**config.mk**
```make
export PLATFORM = sky130hd
export DESIGN_NAME = boot_image_loader
export DESIGN_NICKNAME = d
export VERILOG_FILES = /design/src/hdl/boot_pkg.sv /design/src/hdl/boot_image_loader.sv
export SDC_FILE = /design/constraint.sdc
export NUM_CORES = 2
export LEC_CHECK = 0
export ABC_AREA = 1
export ABC_CLOCK_PERIOD_IN_PS = 4600
export BUFFER_PORTS_ARGS = -buffer_cell sky130_fd_sc_hd__buf_2
export CAP_MARGIN = 20
export CORE_ASPECT_RATIO = 0.8
export CORE_MARGIN = 2
export CORE_UTILIZATION = 50
export DETAILED_ROUTE_END_ITERATION = 8
export PLACE_DENSITY = 0.74
export REMOVE_ABC_BUFFERS = 1
export SLEW_MARGIN = 40
export SYNTH_ARGS = -nofsm -noshare
export SYNTH_HDL_FRONTEND = slang
export SYNTH_SLANG_ARGS = --single-unit
```
**constraint.sdc**
```tcl
create_clock -name ref_clk -period 4.6 [get_ports ref_clk]
set_input_delay 0.46 -clock ref_clk [delete_from_list [all_inputs] [get_ports ref_clk]]
set_output_delay 0.46 -clock ref_clk [all_outputs]
set_load 0.01 [all_outputs]
```
**src/hdl/boot_pkg.sv**
```systemverilog
package boot_pkg;
  // Clocking and timing
  localparam int unsigned REF_CLK_HZ = 10_000_000;
  localparam int unsigned RESET_PERIOD_CYCLES = 750_000;
  localparam int unsigned SPI_SCLK_HZ = 2_500_000;
  localparam int unsigned SPI_HALF_CYCLES =
    (REF_CLK_HZ / (2 * SPI_SCLK_HZ) < 1) ? 1 :
    REF_CLK_HZ / (2 * SPI_SCLK_HZ);
  localparam int unsigned LINK_EN_DELAY_NS = 200;
  localparam int unsigned LINK_EN_CYCLES =
    (LINK_EN_DELAY_NS * (REF_CLK_HZ / 1_000_000) + 999) / 1000;
  localparam logic [3:0] LINK_TX_GAP = 4'h8;
  localparam logic [3:0] LINK_TOKEN_SYMS = 4'h9;

  // Flash read sequence
  localparam logic [7:0] SPI_READ_CMD = 8'h03;
  localparam logic [23:0] SPI_START_ADDR = 24'h000000;
  localparam logic [5:0] SPI_CMD_BITS = 6'h20;

  // Image check
  localparam logic [31:0] CRC_POLY = 32'hEDB88320;
  localparam logic [31:0] CRC_PRESET = 32'hFFFFFFFF;
  localparam logic [31:0] CRC_SKIP = 32'h0D15AB1E;
  localparam logic [15:0] ACK_NULL_LOW = 16'hFF02;
  localparam logic [7:0] END_TOKEN = 8'h01;

  // Source selection and memory map
  localparam int unsigned SECURE_BOOT_BIT = 5;
  localparam logic [1:0] BOOT_SEL_LINK = 2'h1;
  localparam logic [10:0] OTP_START_ADDR = 11'h000;
  localparam logic [13:0] RAM_BASE = 14'h0000;
  localparam int unsigned FIFO_WIDTH = 32;
  localparam int unsigned FIFO_DEPTH = 32;

  typedef enum logic [2:0] {
    SRC_SPI = 3'b001,
    SRC_LINK = 3'b010,
    SRC_OTP = 3'b100
  } src_e;

  typedef enum logic [10:0] {
    ST_WAIT_RST = 11'b00000000001,
    ST_LINK_EN = 11'b00000000010,
    ST_GET_ACK = 11'b00000000100,
    ST_GET_LEN = 11'b00000001000,
    ST_GET_PROG = 11'b00000010000,
    ST_GET_CRC = 11'b00000100000,
    ST_LINK_END = 11'b00001000000,
    ST_SEND_END = 11'b00010000000,
    ST_DRAIN = 11'b00100000000,
    ST_RUN = 11'b01000000000,
    ST_FAIL = 11'b10000000000
  } state_e;
endpackage
```
**src/hdl/boot_image_loader.sv**
```systemverilog
`timescale 1ns/10ps
module word_fifo #(
  parameter int unsigned WIDTH = 32,
  parameter int unsigned DEPTH = 32
) (
  input wire logic clk,
  input wire logic reset_n,
  input wire logic in_valid,
  output logic in_ready,
  input wire logic [WIDTH-1:0] in_data,
  output logic out_valid,
  input wire logic out_ready,
  output logic [WIDTH-1:0] out_data
);
  localparam int unsigned AW = $clog2(DEPTH);
  logic [WIDTH-1:0] mem [DEPTH];
  logic [AW:0] wr_ptr;
  logic [AW:0] rd_ptr;

  // Extra pointer bit tells full from empty
  assign in_ready = (wr_ptr ^ rd_ptr) != {1'b1, {AW{1'b0}}};
  assign out_valid = wr_ptr != rd_ptr;
  assign out_data = mem[rd_ptr[AW-1:0]];

  always_ff @(posedge clk)
  begin
    if (in_valid && in_ready)
      mem[wr_ptr[AW-1:0]] <= in_data;
  end

  always_ff @(posedge clk or negedge reset_n)
  begin
    if (!reset_n)
    begin
      wr_ptr <= '0;
      rd_ptr <= '0;
    end
    else
    begin
      if (in_valid && in_ready)
        wr_ptr <= wr_ptr + 1'b1;
      if (out_valid && out_ready)
        rd_ptr <= rd_ptr + 1'b1;
    end
  end
endmodule // word_fifo

module boot_image_loader
  import boot_pkg::*;
#(
  parameter int unsigned RESET_PERIOD = RESET_PERIOD_CYCLES
) (
  input wire logic ref_clk,
  input wire logic reset_n,
  input wire logic clock_ratio_select_lo,
  input wire logic clock_ratio_select_hi,
  input wire logic [1:0] boot_source_select,
  input wire logic [31:0] security_bits,
  output logic [1:0] core_clock_ratio,
  output logic gpio_pull_enable,
  input wire logic spi_miso,
  output logic spi_select_n,
  output logic spi_sclk,
  output logic spi_mosi,
  output logic spi_out_en,
  input wire logic link_in_wire_a,
  input wire logic link_in_wire_b,
  output logic link_out_wire_a,
  output logic link_out_wire_b,
  output logic link_out_en,
  output logic link_pull_down_en,
  output logic chan_end0_busy,
  output logic otp_rd,
  output logic [10:0] otp_addr,
  input wire logic otp_rvalid,
  input wire logic [31:0] otp_rdata,
  output logic ram_we,
  output logic [13:0] ram_addr,
  output logic [31:0] ram_wdata,
  input wire logic ram_ready,
  output logic run_enable,
  output logic [13:0] exec_address,
  output logic boot_failed
);
  // One byte through the reflected CRC register
  function automatic logic [31:0] crc_byte(input logic [31:0] c,
                                           input logic [7:0] b);
    logic [31:0] r;
    r = c ^ {24'h000000, b};
    for (int i = 0; i < 8; i++)
      r = r[0] ? ((r >> 1) ^ CRC_POLY) : (r >> 1);
    return r;
  endfunction

  state_e state;
  state_e next_state;
  src_e src;
  logic [6:0] pin_meta;
  logic [6:0] pin_sync;
  logic [19:0] rst_cnt;
  logic [1:0] link_dly;
  logic fetch_on;
  logic byte_valid;
  logic [7:0] byte_data;
  logic [1:0] byte_cnt;
  logic [23:0] word_sh;
  logic [31:0] word_val;
  logic got_word;
  logic [31:0] words_left;
  logic [31:0] crc;
  logic [31:0] ack_word;
  logic crc_ok;
  logic overrun;
  logic fifo_in_valid;
  logic fifo_in_ready;
  logic [31:0] fifo_in_data;
  logic fifo_out_valid;
  logic fifo_out_ready;
  logic [31:0] fifo_out_data;

  // Pins cross into ref_clk through two flops
  always_ff @(posedge ref_clk or negedge reset_n)
  begin
    if (!reset_n)
    begin
      pin_meta <= 7'h00;
      pin_sync <= 7'h00;
    end
    else
    begin
      pin_meta <= {clock_ratio_select_hi, clock_ratio_select_lo,
                   boot_source_select, spi_miso, link_in_wire_b,
                   link_in_wire_a};
      pin_sync <= pin_meta;
    end
  end

  assign word_val = {byte_data, word_sh};
  assign got_word = byte_valid && byte_cnt == 2'h3;
  assign fetch_on = next_state == ST_GET_LEN ||
                    next_state == ST_GET_PROG || next_state == ST_GET_CRC;

  // Link token receiver signals
  logic [1:0] link_prev;
  logic [1:0] link_edge;
  logic [8:0] rx_sh;
  logic [3:0] rx_cnt;
  logic link_byte_valid;
  logic [7:0] link_byte;
  logic end_seen;
  logic link_enabled;
  // SPI engine signals
  logic [31:0] cmd_sr;
  logic [5:0] cmd_left;
  logic [2:0] spi_bitn;
  logic [7:0] spi_rx;
  logic [1:0] spi_div;
  logic spi_byte_valid;
  logic spi_go;
  logic spi_hold;
  // OTP reader signals
  logic [31:0] otp_buf;
  logic [2:0] otp_left;
  logic otp_pending;
  logic otp_byte_valid;
  logic [7:0] otp_byte;
  // Link transmitter signals
  logic [8:0] tx_sh;
  logic [3:0] tx_cnt;
  logic [3:0] tx_gap;
  logic tx_done;

  // Boot sequencer
  always_comb
  begin
    next_state = state;
    case (state)
      ST_WAIT_RST:
        if (rst_cnt == 20'(RESET_PERIOD - 1))
        begin
          if (security_bits[SECURE_BOOT_BIT])
            next_state = ST_GET_LEN;
          else if (pin_sync[4:3] == BOOT_SEL_LINK)
            next_state = ST_LINK_EN;
          else
            next_state = ST_GET_LEN;
        end
      ST_LINK_EN:
        if (link_dly == 2'(LINK_EN_CYCLES - 1))
          next_state = ST_GET_ACK;
      ST_GET_ACK:
        if (got_word)
          next_state = ST_GET_LEN;
      ST_GET_LEN:
        if (got_word)
          next_state = (word_val == 32'h0) ? ST_GET_CRC : ST_GET_PROG;
      ST_GET_PROG:
        if (got_word && words_left == 32'h1)
          next_state = ST_GET_CRC;
      ST_GET_CRC:
        if (got_word)
          next_state = (src == SRC_LINK) ? ST_LINK_END : ST_DRAIN;
      ST_LINK_END:
        if (end_seen)
          next_state = (ack_word[15:0] == ACK_NULL_LOW) ? ST_DRAIN
                                                         : ST_SEND_END;
      ST_SEND_END:
        if (tx_done)
          next_state = ST_DRAIN;
      ST_DRAIN:
        if (!fifo_out_valid && !ram_we)
          next_state = (crc_ok && !overrun) ? ST_RUN : ST_FAIL;
      ST_RUN: next_state = ST_RUN;
      ST_FAIL: next_state = ST_FAIL;
      default: next_state = ST_FAIL;
    endcase
  end

  always_ff @(posedge ref_clk or negedge reset_n)
  begin
    if (!reset_n)
      state <= ST_WAIT_RST;
    else
      state <= next_state;
  end

  // Reset period, ratio capture and source choice
  always_ff @(posedge ref_clk or negedge reset_n)
  begin
    if (!reset_n)
    begin
      rst_cnt <= 20'h00000;
      link_dly <= 2'h0;
      core_clock_ratio <= 2'h0;
      src <= SRC_SPI;
    end
    else if (state == ST_WAIT_RST)
    begin
      rst_cnt <= rst_cnt + 20'h00001;
      core_clock_ratio <= pin_sync[6:5];
      if (security_bits[SECURE_BOOT_BIT])
        src <= SRC_OTP;
      else if (pin_sync[4:3] == BOOT_SEL_LINK)
        src <= SRC_LINK;
      else
        src <= SRC_SPI;
    end
    else if (state == ST_LINK_EN)
      link_dly <= link_dly + 2'h1;
  end

  // Pin drivers stay off until boot starts
  always_ff @(posedge ref_clk or negedge reset_n)
  begin
    if (!reset_n)
    begin
      gpio_pull_enable <= 1'b0;
      spi_out_en <= 1'b0;
      link_out_en <= 1'b0;
      link_pull_down_en <= 1'b0;
      link_enabled <= 1'b0;
      chan_end0_busy <= 1'b0;
      run_enable <= 1'b0;
      exec_address <= RAM_BASE;
      boot_failed <= 1'b0;
    end
    else
    begin
      gpio_pull_enable <= next_state != ST_WAIT_RST;
      spi_out_en <= next_state != ST_WAIT_RST && src == SRC_SPI;
      if (state == ST_LINK_EN && next_state == ST_GET_ACK)
        link_enabled <= 1'b1;
      link_out_en <= link_enabled;
      link_pull_down_en <= next_state != ST_WAIT_RST && !link_enabled;
      chan_end0_busy <= next_state == ST_GET_ACK ||
        (src == SRC_LINK && (fetch_on || next_state == ST_LINK_END ||
         next_state == ST_SEND_END));
      run_enable <= next_state == ST_RUN;
      if (next_state == ST_RUN)
        exec_address <= RAM_BASE;
      boot_failed <= next_state == ST_FAIL;
    end
  end

  // Byte stream from whichever source is active
  always_comb
  begin
    byte_valid = 1'b0;
    byte_data = 8'h00;
    case (src)
      SRC_SPI:
      begin
        byte_valid = spi_byte_valid;
        byte_data = spi_rx;
      end
      SRC_LINK:
      begin
        byte_valid = link_byte_valid;
        byte_data = link_byte;
      end
      SRC_OTP:
      begin
        byte_valid = otp_byte_valid;
        byte_data = otp_byte;
      end
      default:
      begin
        byte_valid = 1'b0;
        byte_data = 8'h00;
      end
    endcase
  end

  // Word assembly, length count and CRC
  always_ff @(posedge ref_clk or negedge reset_n)
  begin
    if (!reset_n)
    begin
      byte_cnt <= 2'h0;
      word_sh <= 24'h000000;
      words_left <= 32'h0;
      crc <= CRC_PRESET;
      ack_word <= 32'h0;
      crc_ok <= 1'b0;
    end
    else if (byte_valid)
    begin
      byte_cnt <= byte_cnt + 2'h1;
      word_sh <= {byte_data, word_sh[23:8]};
      if (state == ST_GET_LEN || state == ST_GET_PROG)
        crc <= crc_byte(crc, byte_data);
      if (got_word)
      begin
        if (state == ST_GET_ACK)
          ack_word <= word_val;
        if (state == ST_GET_LEN)
          words_left <= word_val;
        if (state == ST_GET_PROG)
          words_left <= words_left - 32'h1;
        if (state == ST_GET_CRC)
          crc_ok <= word_val == CRC_SKIP || word_val == ~crc;
      end
    end
  end

  // Program words enter the buffer
  always_ff @(posedge ref_clk or negedge reset_n)
  begin
    if (!reset_n)
    begin
      fifo_in_valid <= 1'b0;
      fifo_in_data <= 32'h0;
      overrun <= 1'b0;
    end
    else
    begin
      fifo_in_valid <= got_word && state == ST_GET_PROG;
      fifo_in_data <= word_val;
      // Link traffic cannot be paused, so a full buffer is fatal
      if (fifo_in_valid && !fifo_in_ready)
        overrun <= 1'b1;
    end
  end

  word_fifo #(
    .WIDTH(FIFO_WIDTH),
    .DEPTH(FIFO_DEPTH)
  ) image_fifo (
    .clk(ref_clk),
    .reset_n(reset_n),
    .in_valid(fifo_in_valid),
    .in_ready(fifo_in_ready),
    .in_data(fifo_in_data),
    .out_valid(fifo_out_valid),
    .out_ready(fifo_out_ready),
    .out_data(fifo_out_data)
  );

  // RAM write port, filled upward from the base
  assign fifo_out_ready = !ram_we || ram_ready;
  always_ff @(posedge ref_clk or negedge reset_n)
  begin
    if (!reset_n)
    begin
      ram_we <= 1'b0;
      ram_addr <= RAM_BASE;
      ram_wdata <= 32'h0;
    end
    else if (fifo_out_valid && fifo_out_ready)
    begin
      ram_we <= 1'b1;
      ram_wdata <= fifo_out_data;
      ram_addr <= ram_we ? ram_addr + 14'h0001 : ram_addr;
    end
    else if (ram_ready)
    begin
      ram_we <= 1'b0;
      if (ram_we)
        ram_addr <= ram_addr + 14'h0001;
    end
  end

  // SPI master, mode 0; data sampled at the falling edge
  // because the synchroniser delays MISO by two cycles
  assign spi_go = fetch_on && src == SRC_SPI;
  assign spi_hold = !spi_sclk && cmd_left == 6'h00 && spi_bitn == 3'h0 &&
                    !fifo_in_ready;
  always_ff @(posedge ref_clk or negedge reset_n)
  begin
    if (!reset_n)
    begin
      spi_select_n <= 1'b1;
      spi_sclk <= 1'b0;
      spi_mosi <= 1'b0;
      cmd_sr <= 32'h0;
      cmd_left <= 6'h00;
      spi_bitn <= 3'h0;
      spi_rx <= 8'h00;
      spi_div <= 2'h0;
      spi_byte_valid <= 1'b0;
    end
    else
    begin
      spi_byte_valid <= 1'b0;
      if (spi_go && spi_select_n)
      begin
        spi_select_n <= 1'b0;
        spi_mosi <= SPI_READ_CMD[7];
        cmd_sr <= {SPI_READ_CMD[6:0], SPI_START_ADDR, 1'b0};
        cmd_left <= SPI_CMD_BITS;
        spi_div <= 2'h0;
      end
      else if (!spi_go)
      begin
        spi_select_n <= 1'b1;
        spi_sclk <= 1'b0;
      end
      else if (!spi_hold)
      begin
        if (spi_div == 2'(SPI_HALF_CYCLES - 1))
        begin
          spi_div <= 2'h0;
          spi_sclk <= !spi_sclk;
          if (spi_sclk && cmd_left != 6'h00)
          begin
            cmd_left <= cmd_left - 6'h01;
            spi_mosi <= cmd_sr[31];
            cmd_sr <= {cmd_sr[30:0], 1'b0};
          end
          else if (spi_sclk)
          begin
            spi_rx <= {pin_sync[2], spi_rx[7:1]};
            spi_bitn <= spi_bitn + 3'h1;
            spi_byte_valid <= spi_bitn == 3'h7;
          end
        end
        else
          spi_div <= spi_div + 2'h1;
      end
    end
  end

  // Link receive: a toggle on wire a is 0, on wire b is 1;
  // a token is a control flag then eight data bits
  assign link_edge = pin_sync[1:0] ^ link_prev;
  always_ff @(posedge ref_clk or negedge reset_n)
  begin
    if (!reset_n)
    begin
      link_prev <= 2'h0;
      rx_sh <= 9'h000;
      rx_cnt <= 4'h0;
      link_byte_valid <= 1'b0;
      link_byte <= 8'h00;
      end_seen <= 1'b0;
    end
    else
    begin
      link_prev <= pin_sync[1:0];
      link_byte_valid <= 1'b0;
      end_seen <= 1'b0;
      if (link_enabled && link_edge != 2'h0)
      begin
        rx_sh <= {link_edge[1], rx_sh[8:1]};
        rx_cnt <= (rx_cnt == LINK_TOKEN_SYMS - 4'h1) ? 4'h0 : rx_cnt + 4'h1;
        if (rx_cnt == LINK_TOKEN_SYMS - 4'h1)
        begin
          link_byte <= {link_edge[1], rx_sh[8:2]};
          link_byte_valid <= !rx_sh[1] && fetch_on | (state == ST_GET_ACK);
          end_seen <= rx_sh[1] && {link_edge[1], rx_sh[8:2]} == END_TOKEN;
        end
      end
    end
  end

  // Link transmit of the closing end token
  always_ff @(posedge ref_clk or negedge reset_n)
  begin
    if (!reset_n)
    begin
      link_out_wire_a <= 1'b0;
      link_out_wire_b <= 1'b0;
      tx_sh <= 9'h000;
      tx_cnt <= 4'h0;
      tx_gap <= 4'h0;
      tx_done <= 1'b0;
    end
    else
    begin
      tx_done <= 1'b0;
      if (state == ST_LINK_END && next_state == ST_SEND_END)
      begin
        tx_sh <= {END_TOKEN, 1'b1};
        tx_cnt <= LINK_TOKEN_SYMS;
        tx_gap <= 4'h0;
      end
      else if (tx_cnt != 4'h0)
      begin
        tx_gap <= (tx_gap == LINK_TX_GAP - 4'h1) ? 4'h0 : tx_gap + 4'h1;
        if (tx_gap == 4'h0)
        begin
          if (tx_sh[0])
            link_out_wire_b <= !link_out_wire_b;
          else
            link_out_wire_a <= !link_out_wire_a;
          tx_sh <= {1'b0, tx_sh[8:1]};
          tx_cnt <= tx_cnt - 4'h1;
          tx_done <= tx_cnt == 4'h1;
        end
      end
    end
  end

  // OTP reader, whole words split into bytes LSB first
  always_ff @(posedge ref_clk or negedge reset_n)
  begin
    if (!reset_n)
    begin
      otp_rd <= 1'b0;
      otp_addr <= OTP_START_ADDR;
      otp_buf <= 32'h0;
      otp_left <= 3'h0;
      otp_pending <= 1'b0;
      otp_byte_valid <= 1'b0;
      otp_byte <= 8'h00;
    end
    else
    begin
      otp_rd <= 1'b0;
      otp_byte_valid <= 1'b0;
      if (otp_rd)
        otp_addr <= otp_addr + 11'h001;
      if (otp_rvalid && otp_pending)
      begin
        otp_buf <= otp_rdata;
        otp_left <= 3'h4;
        otp_pending <= 1'b0;
      end
      else if (otp_left != 3'h0)
      begin
        otp_byte_valid <= 1'b1;
        otp_byte <= otp_buf[7:0];
        otp_buf <= {8'h00, otp_buf[31:8]};
        otp_left <= otp_left - 3'h1;
      end
      else if (fetch_on && src == SRC_OTP && !otp_pending && !otp_rd &&
               fifo_in_ready)
      begin
        otp_rd <= 1'b1;
        otp_pending <= 1'b1;
      end
    end
  end
endmodule // boot_image_loader

```
Word-level counts from Yosys, hierarchy flattened
Memory sizes are Yosys's and may differ from the RTL's. A register that Yosys moved wholly into a read port is not among the register bits.
Cells that the tools add are included.
{"block": "totals", "inputBits": 75, "ram_bits": 1024, "word_cells": 310, "out_inout_bits": 87, "ff_bits": 385, "memories": 1}
{"block": "classes", "bitwise_logic": 20, "n_reduce_logical": 79, "addsub": 15, "n_eq_ne": 43, "muxes": 96}
{"name": "image_fifo.mem", "words": 32, "width": 32, "rd": 1, "rd_clocked_by_memory_dff": 1, "write_ports": 1, "line": "boot_image_loader.sv:16", "rtl": "logic [WIDTH-1:0] mem [DEPTH];"}
{"operator": "$mux W32", "count": 17}
{"operator": "$not A13 Y14", "count": 8}
{"operator": "$mux W11", "count": 10}
{"operator": "$pmux W11 S10", "count": 1}
{"operator": "$mux W9", "count": 5}
{"operator": "$mux W14", "count": 3}
{"operator": "$mux W4", "count": 9}
{"operator": "$mux W6", "count": 6}
{"operator": "$mux W1", "count": 35}
{"operator": "$eq A32 B1 Y1 const B", "count": 1}
{"operator": "$eq A32 B28 Y1 const B", "count": 1}
{"operator": "$eq A32 B32 Y1", "count": 1}
{"operator": "$logic_not A32 Y1", "count": 1}
{"operator": "$not A32 Y32", "count": 1}
{"operator": "$sub A32 B1 Y32 const B", "count": 1}
{"operator": "$xor A32 B8 Y32", "count": 1}
{"operator": "$logic_and A1 B1 Y1", "count": 27}
{"operator": "$pmux W8 S3", "count": 1}
{"operator": "$eq A11 B10 Y1 const B", "count": 2}
{"operator": "$eq A11 B3 Y1 const B", "count": 2}
{"operator": "$eq A11 B4 Y1 const B", "count": 2}
{"operator": "$eq A11 B5 Y1 const B", "count": 2}
{"operator": "$eq A11 B6 Y1 const B", "count": 2}
{"operator": "$eq A11 B7 Y1 const B", "count": 2}
{"operator": "other kinds (51)", "count": 112}

Logic depth before layout (Yosys ltp)
{"block": "logic_depth", "ltp_word": 19, "ltp_mapped": 20, "ltp_nobuf": 19}

Hierarchy
Synthesis repeated with hierarchy kept, for this count alone.
{"block": "unflattened", "cells_unflattened": 6381, "area_unflattened_um2": 62540.0}
{"module": "word_fifo", "instances": 1, "area_each_um2": 44991.9, "cells_each": 4459, "seq_area_each_um2": 31049.8}
{"module": "boot_image_loader", "instances": 1, "area_each_um2": 17548.1, "cells_each": 1922, "seq_area_each_um2": 9352.7}

Worst setup path before layout
No wires, ideal clock.
{"block": "synth_timing", "path_kind": "register to register", "from": "register image_fifo.wr_ptr[2]", "to": "memory image_fifo.mem[11][0], enable pin", "setup_ps": 421, "stages_incl_launch_ff": 13, "period_less_slack_ps": 3216, "required_time_ps": 4179, "slack_ps": 1384, "path_buffers": 1, "arrival_time_ps": 2795, "path_cell_list": "dfrtp_1 -> clkbuf_1 -> inv_1 -> nand2_1 -> nand2_1 -> nor2_1 -> nand2_1 -> inv_1 -> nand4_1 -> nand2_1 -> nor2_1 -> inv_1 -> nor2_1"}
{"block": "synth_between", "elab_chain_len": 5}
{"item": "start, declared", "line": "boot_image_loader.sv:17", "rtl": "logic [AW:0] wr_ptr;"}
{"item": "start signal, assigned", "line": "boot_image_loader.sv:41", "rtl": "wr_ptr <= wr_ptr + 1'b1;"}
{"item": "$xor A6 B6 Y6", "line": "boot_image_loader.sv:21", "rtl": "assign in_ready = (wr_ptr ^ rd_ptr) != {1'b1, {AW{1'b0}}};"}
{"item": "$ne A6 B6 Y1", "line": "boot_image_loader.sv:21"}
{"item": "$logic_and A1 B1 Y1", "line": "boot_image_loader.sv:27", "rtl": "if (in_valid && in_ready)"}
{"item": "$mux W1", "line": "boot_image_loader.sv:27"}
{"item": "$mux W1 (implied by the code)", "line": "boot_image_loader.sv:28", "rtl": "mem[wr_ptr[AW-1:0]] <= in_data;"}
{"item": "end, declared", "line": "boot_image_loader.sv:16"}
Parallel ways exist; a longest one is shown, timed or not.

Worst setup path after layout
{"block": "layout_timing", "from": "register image_fifo.wr_ptr[2]", "to": "memory image_fifo.mem[6][15], enable pin"}
Same word-level chain as after synthesis.

==> metrics.cfg <==
[worst_setup_path]
cp-end-kind=flop
path_class=reg2reg
critPathArrivalTime_ns=4.36
crit_required_ns=5.00
reg2reg_depth=12
worst_setup_path_start_kind=flop
critical_path.max_fanout=17

[placed_design]
post-place-cells=6350
place_area_sq_um=60130
dp_hpwl_um=83070
io_buffer_count=116
gp_congestion=0.8925
dp_slack_ns=0.7358

[drt]
wl_per_cell_um=22.46
initialDrtViolationCount=5098
antenna_left=0
drt_first_pass_iters=6
totalWireLength_um=149200
vias=39440
drc_errors=0
post_drt_via_cell_ratio=5.935

[logic_synthesis]
yosysUniqueCellTypes=58
yosys_warnings=0
synth_cells=4893
ys_ff_latch=1408
syn-cell-area_sq_um=57620
syn_area_per_cell_sq_um=11.78
yosysSeqAreaShare_pct=70.12

[flow_run]
cap_viol_max_count=0

[clock_network]
cts_tree=built
cts_root_buffer=clkbuf_16
cts_sinks=1408
htree_levels=4
post_cts_buffers=0
cts_resized=0
cts.clk_slew.worst_paths_ns=0.07
cts_inserted_buffers=133
insertion_delay_ns=0.76
cts_max_path_buffers=3
hold_buffers=42

[timing]
finalSetupViolations=0
fin_crit_sh_pct=86.19
drv_slew=0
fmaxAchievable_mhz=252.2
setup_ws_ns=0.6352
period_minus_slack_ns=3.965
holdWs_ns=0.07247
slew_headroom_pct=39.49
skew_ns=0.03050
rsz0062_at_grt=false
finalHoldViolCount=0
worst_pin_slew_ns=0.9055

[power]
p_per_area_nw_per_um2=493.3
p_leak_nw=21.46
peakVddDrop_mv=0.8395

[floorplanning]
die_area_sq_um=118000
die_w_um=383.5
rows=111
coreArea_sq_um=114400
start_util_pct=50.35
dieHeight_um=307.6
ios=162

[run_status]
status=complete, no violations

[cells_and_area]
drive_above_1_share_pct=11.00
area_growth_pct=12.77
final_nets=5107
multi_input_area_sq_um=15450
regArea_sq_um=40460
utilization_pct=56.77
nFillCells=9039
fin_cells=6645
stdcell_area_sq_um=64970

[grt]
overflow=0
grt_max_degree=229
grt_usage_pct=25.00
grt_pass1_vias=37070
grt_pass1_wl_um=224100
antenna_found_initial=1

[min_path]
whs_path_depth=3
hp-class=in2reg

-- Yosys cell counts (all sizes together) --
library cell	count	area [sq um]
nor3b	4	30.03
ha	24	300.3
o221ai	114	998.5
a21o	1	7.510
a221oi	1	8.760
a211oi	4	30.03
and3	3	18.77
a32oi	1	8.760
o2111ai	1	8.760
o21bai	2	15.01
nand3	136	690.7
o2bb2ai	1	8.760
nor4	17	106.4
dfstp	35	919.6
o22ai	166	1039
or4	1	7.510
a21oi	47	239.0
inv	248	933.4
xnor2	57	525.5
dfrtp	349	8733
o21ai	707	3538
edfxtp	1024	30750
clkinv	6	22.52
nor2	718	2734
conb	1	3.750
buf	42	239.0
nand2	621	2356
nand3b	6	45.04
mux2	1	11.26
a22oi	5	37.54
o211ai	40	300.3
or2	8	50.05
nor3	36	195.2
nand4	109	688.2
a31oi	7	43.79
xor2	114	1077
clkbuf	234	878.3
a41oi	1	8.760
a21boi	1	7.510
-- cell usage in the layout (no fill, tap or decap), drive strengths merged, types with 8 or more instances in the layout --
| cell type | synthesis | layout |
|---|---|---|
| nor2 | 718 | 718 |
| buf | 42 | 200 |
| clkinv | 6 | 50 |
| a21oi | 47 | 47 |
| conb | 1 | 14 |
| o221ai | 114 | 114 |
| ha | 24 | 24 |
| or2 | 8 | 8 |
| xnor2 | 57 | 57 |
| nor4 | 17 | 17 |
| clkinvlp | 0 | 8 |
| clkbuf | 234 | 180 |
| o211ai | 40 | 40 |
| dfrtp | 349 | 349 |
| dfstp | 35 | 35 |
| edfxtp | 1024 | 1024 |
| inv | 248 | 257 |
| nand2 | 621 | 621 |
| nand4 | 109 | 109 |
| nand3 | 136 | 136 |
| o22ai | 166 | 166 |
| xor2 | 114 | 114 |
| o21ai | 707 | 707 |
| nor3 | 36 | 36 |
| dlygate4sd3 | 0 | 42 |
-- where the power goes --
| part | internal, W | switching (W) |
|---|---|---|
| Clock | 0.00604 | 0.00476 |
| Combinational | 0.00194 | 0.00541 |
| Sequential | 0.0137 | 0.000174 |
-- cells by family (layout without fill, tap and decap cells) --
group | after synthesis | count (layout) | share of synthesized area [%]
mux | 1 | 1 | 0.01954
other cells | 1 | 15 | 0.006509
simple gates | 1659 | 1659 | 12.01
buf+inv | 530 | 743 | 3.598
fa+ha+maj | 24 | 24 | 0.5212
flops | 1408 | 1408 | 70.12
xor+xnor | 171 | 171 | 2.782
compound gates | 1099 | 1099 | 10.93
-- metrics by stage --
| step | power, W | TNS [ns] |
|---|---|---|
| after floorplan | 0.01810 | -5836.32 |
| after global placement | 0.02111 | 0 |
| after detailed placement | 0.02128 | 0 |
| after CTS | 0.03201 | 0 |
| after global routing | 0.03330 | 0 |
| final | 0.03205 | 0 |
-- worst max-delay path, stage by stage, from the launching register on --
cell and delay (ns):
dfrtp_1 0.48, inv_1 0.22, nand2_1 0.09, nand2_1 0.06
nor2_1 0.05, nand2_1 0.07, inv_1 0.06, nand4_1 0.27
nand2_1 0.22, inv_1 0.19, nand2_1 0.45, nor2_4 0.88
buf_4 0.52
-- metal layers --
metal / up-vias / routed length [um] / GRT usage [%]
met5: - / 0 / 0
met4: 0 / 5393 / 9.412
met3: 363 / 15440 / 4.636
met2: 2098 / 68300 / 38.50
met1: 19310 / 60100 / 35.57
li1: 17660 / - / -
-- cell type report --
cell class | count | share of cell area [%]
multi-input cells | 2968 | 23.78
clock buffers | 179 | 5.704
well taps | 1525 | 2.937
flip-flops and latches | 1408 | 62.26
inverters | 254 | 1.500
clock inverters | 67 | 0.8724
diodes | 1 | 0.003851
repair buffers | 243 | 2.937
-- state kept, by name, indices dropped and copies added (netlist names), 20 cells and up --
register / count
fifo_in_data: 32
words_left: 32
rst_cnt: 20
word_sh: 24
ram_wdata: 32
crc: 32
image_fifo.mem: 1024
otp_buf: 32
-- final timing paths --
| kind | startpoint | to | slack (ns) |
|---|---|---|---|
| worst max register to register | image_fifo.wr_ptr[2] | image_fifo.mem[6][15] | 0.64 |
| max in group asynchronous | reset_n | crc[8] | 3.10 |
| min in group asynchronous | reset_n | otp_buf[27] | 0.16 |
| worst min register to register | pin_meta[4] | pin_sync[4] | 0.35 |
| worst max-delay path | image_fifo.wr_ptr[2] | image_fifo.mem[6][15] | 0.64 |
| worst min-delay path | ram_ready | ram_addr[2] | 0.07 |
(Power assumes the default switching activity.)
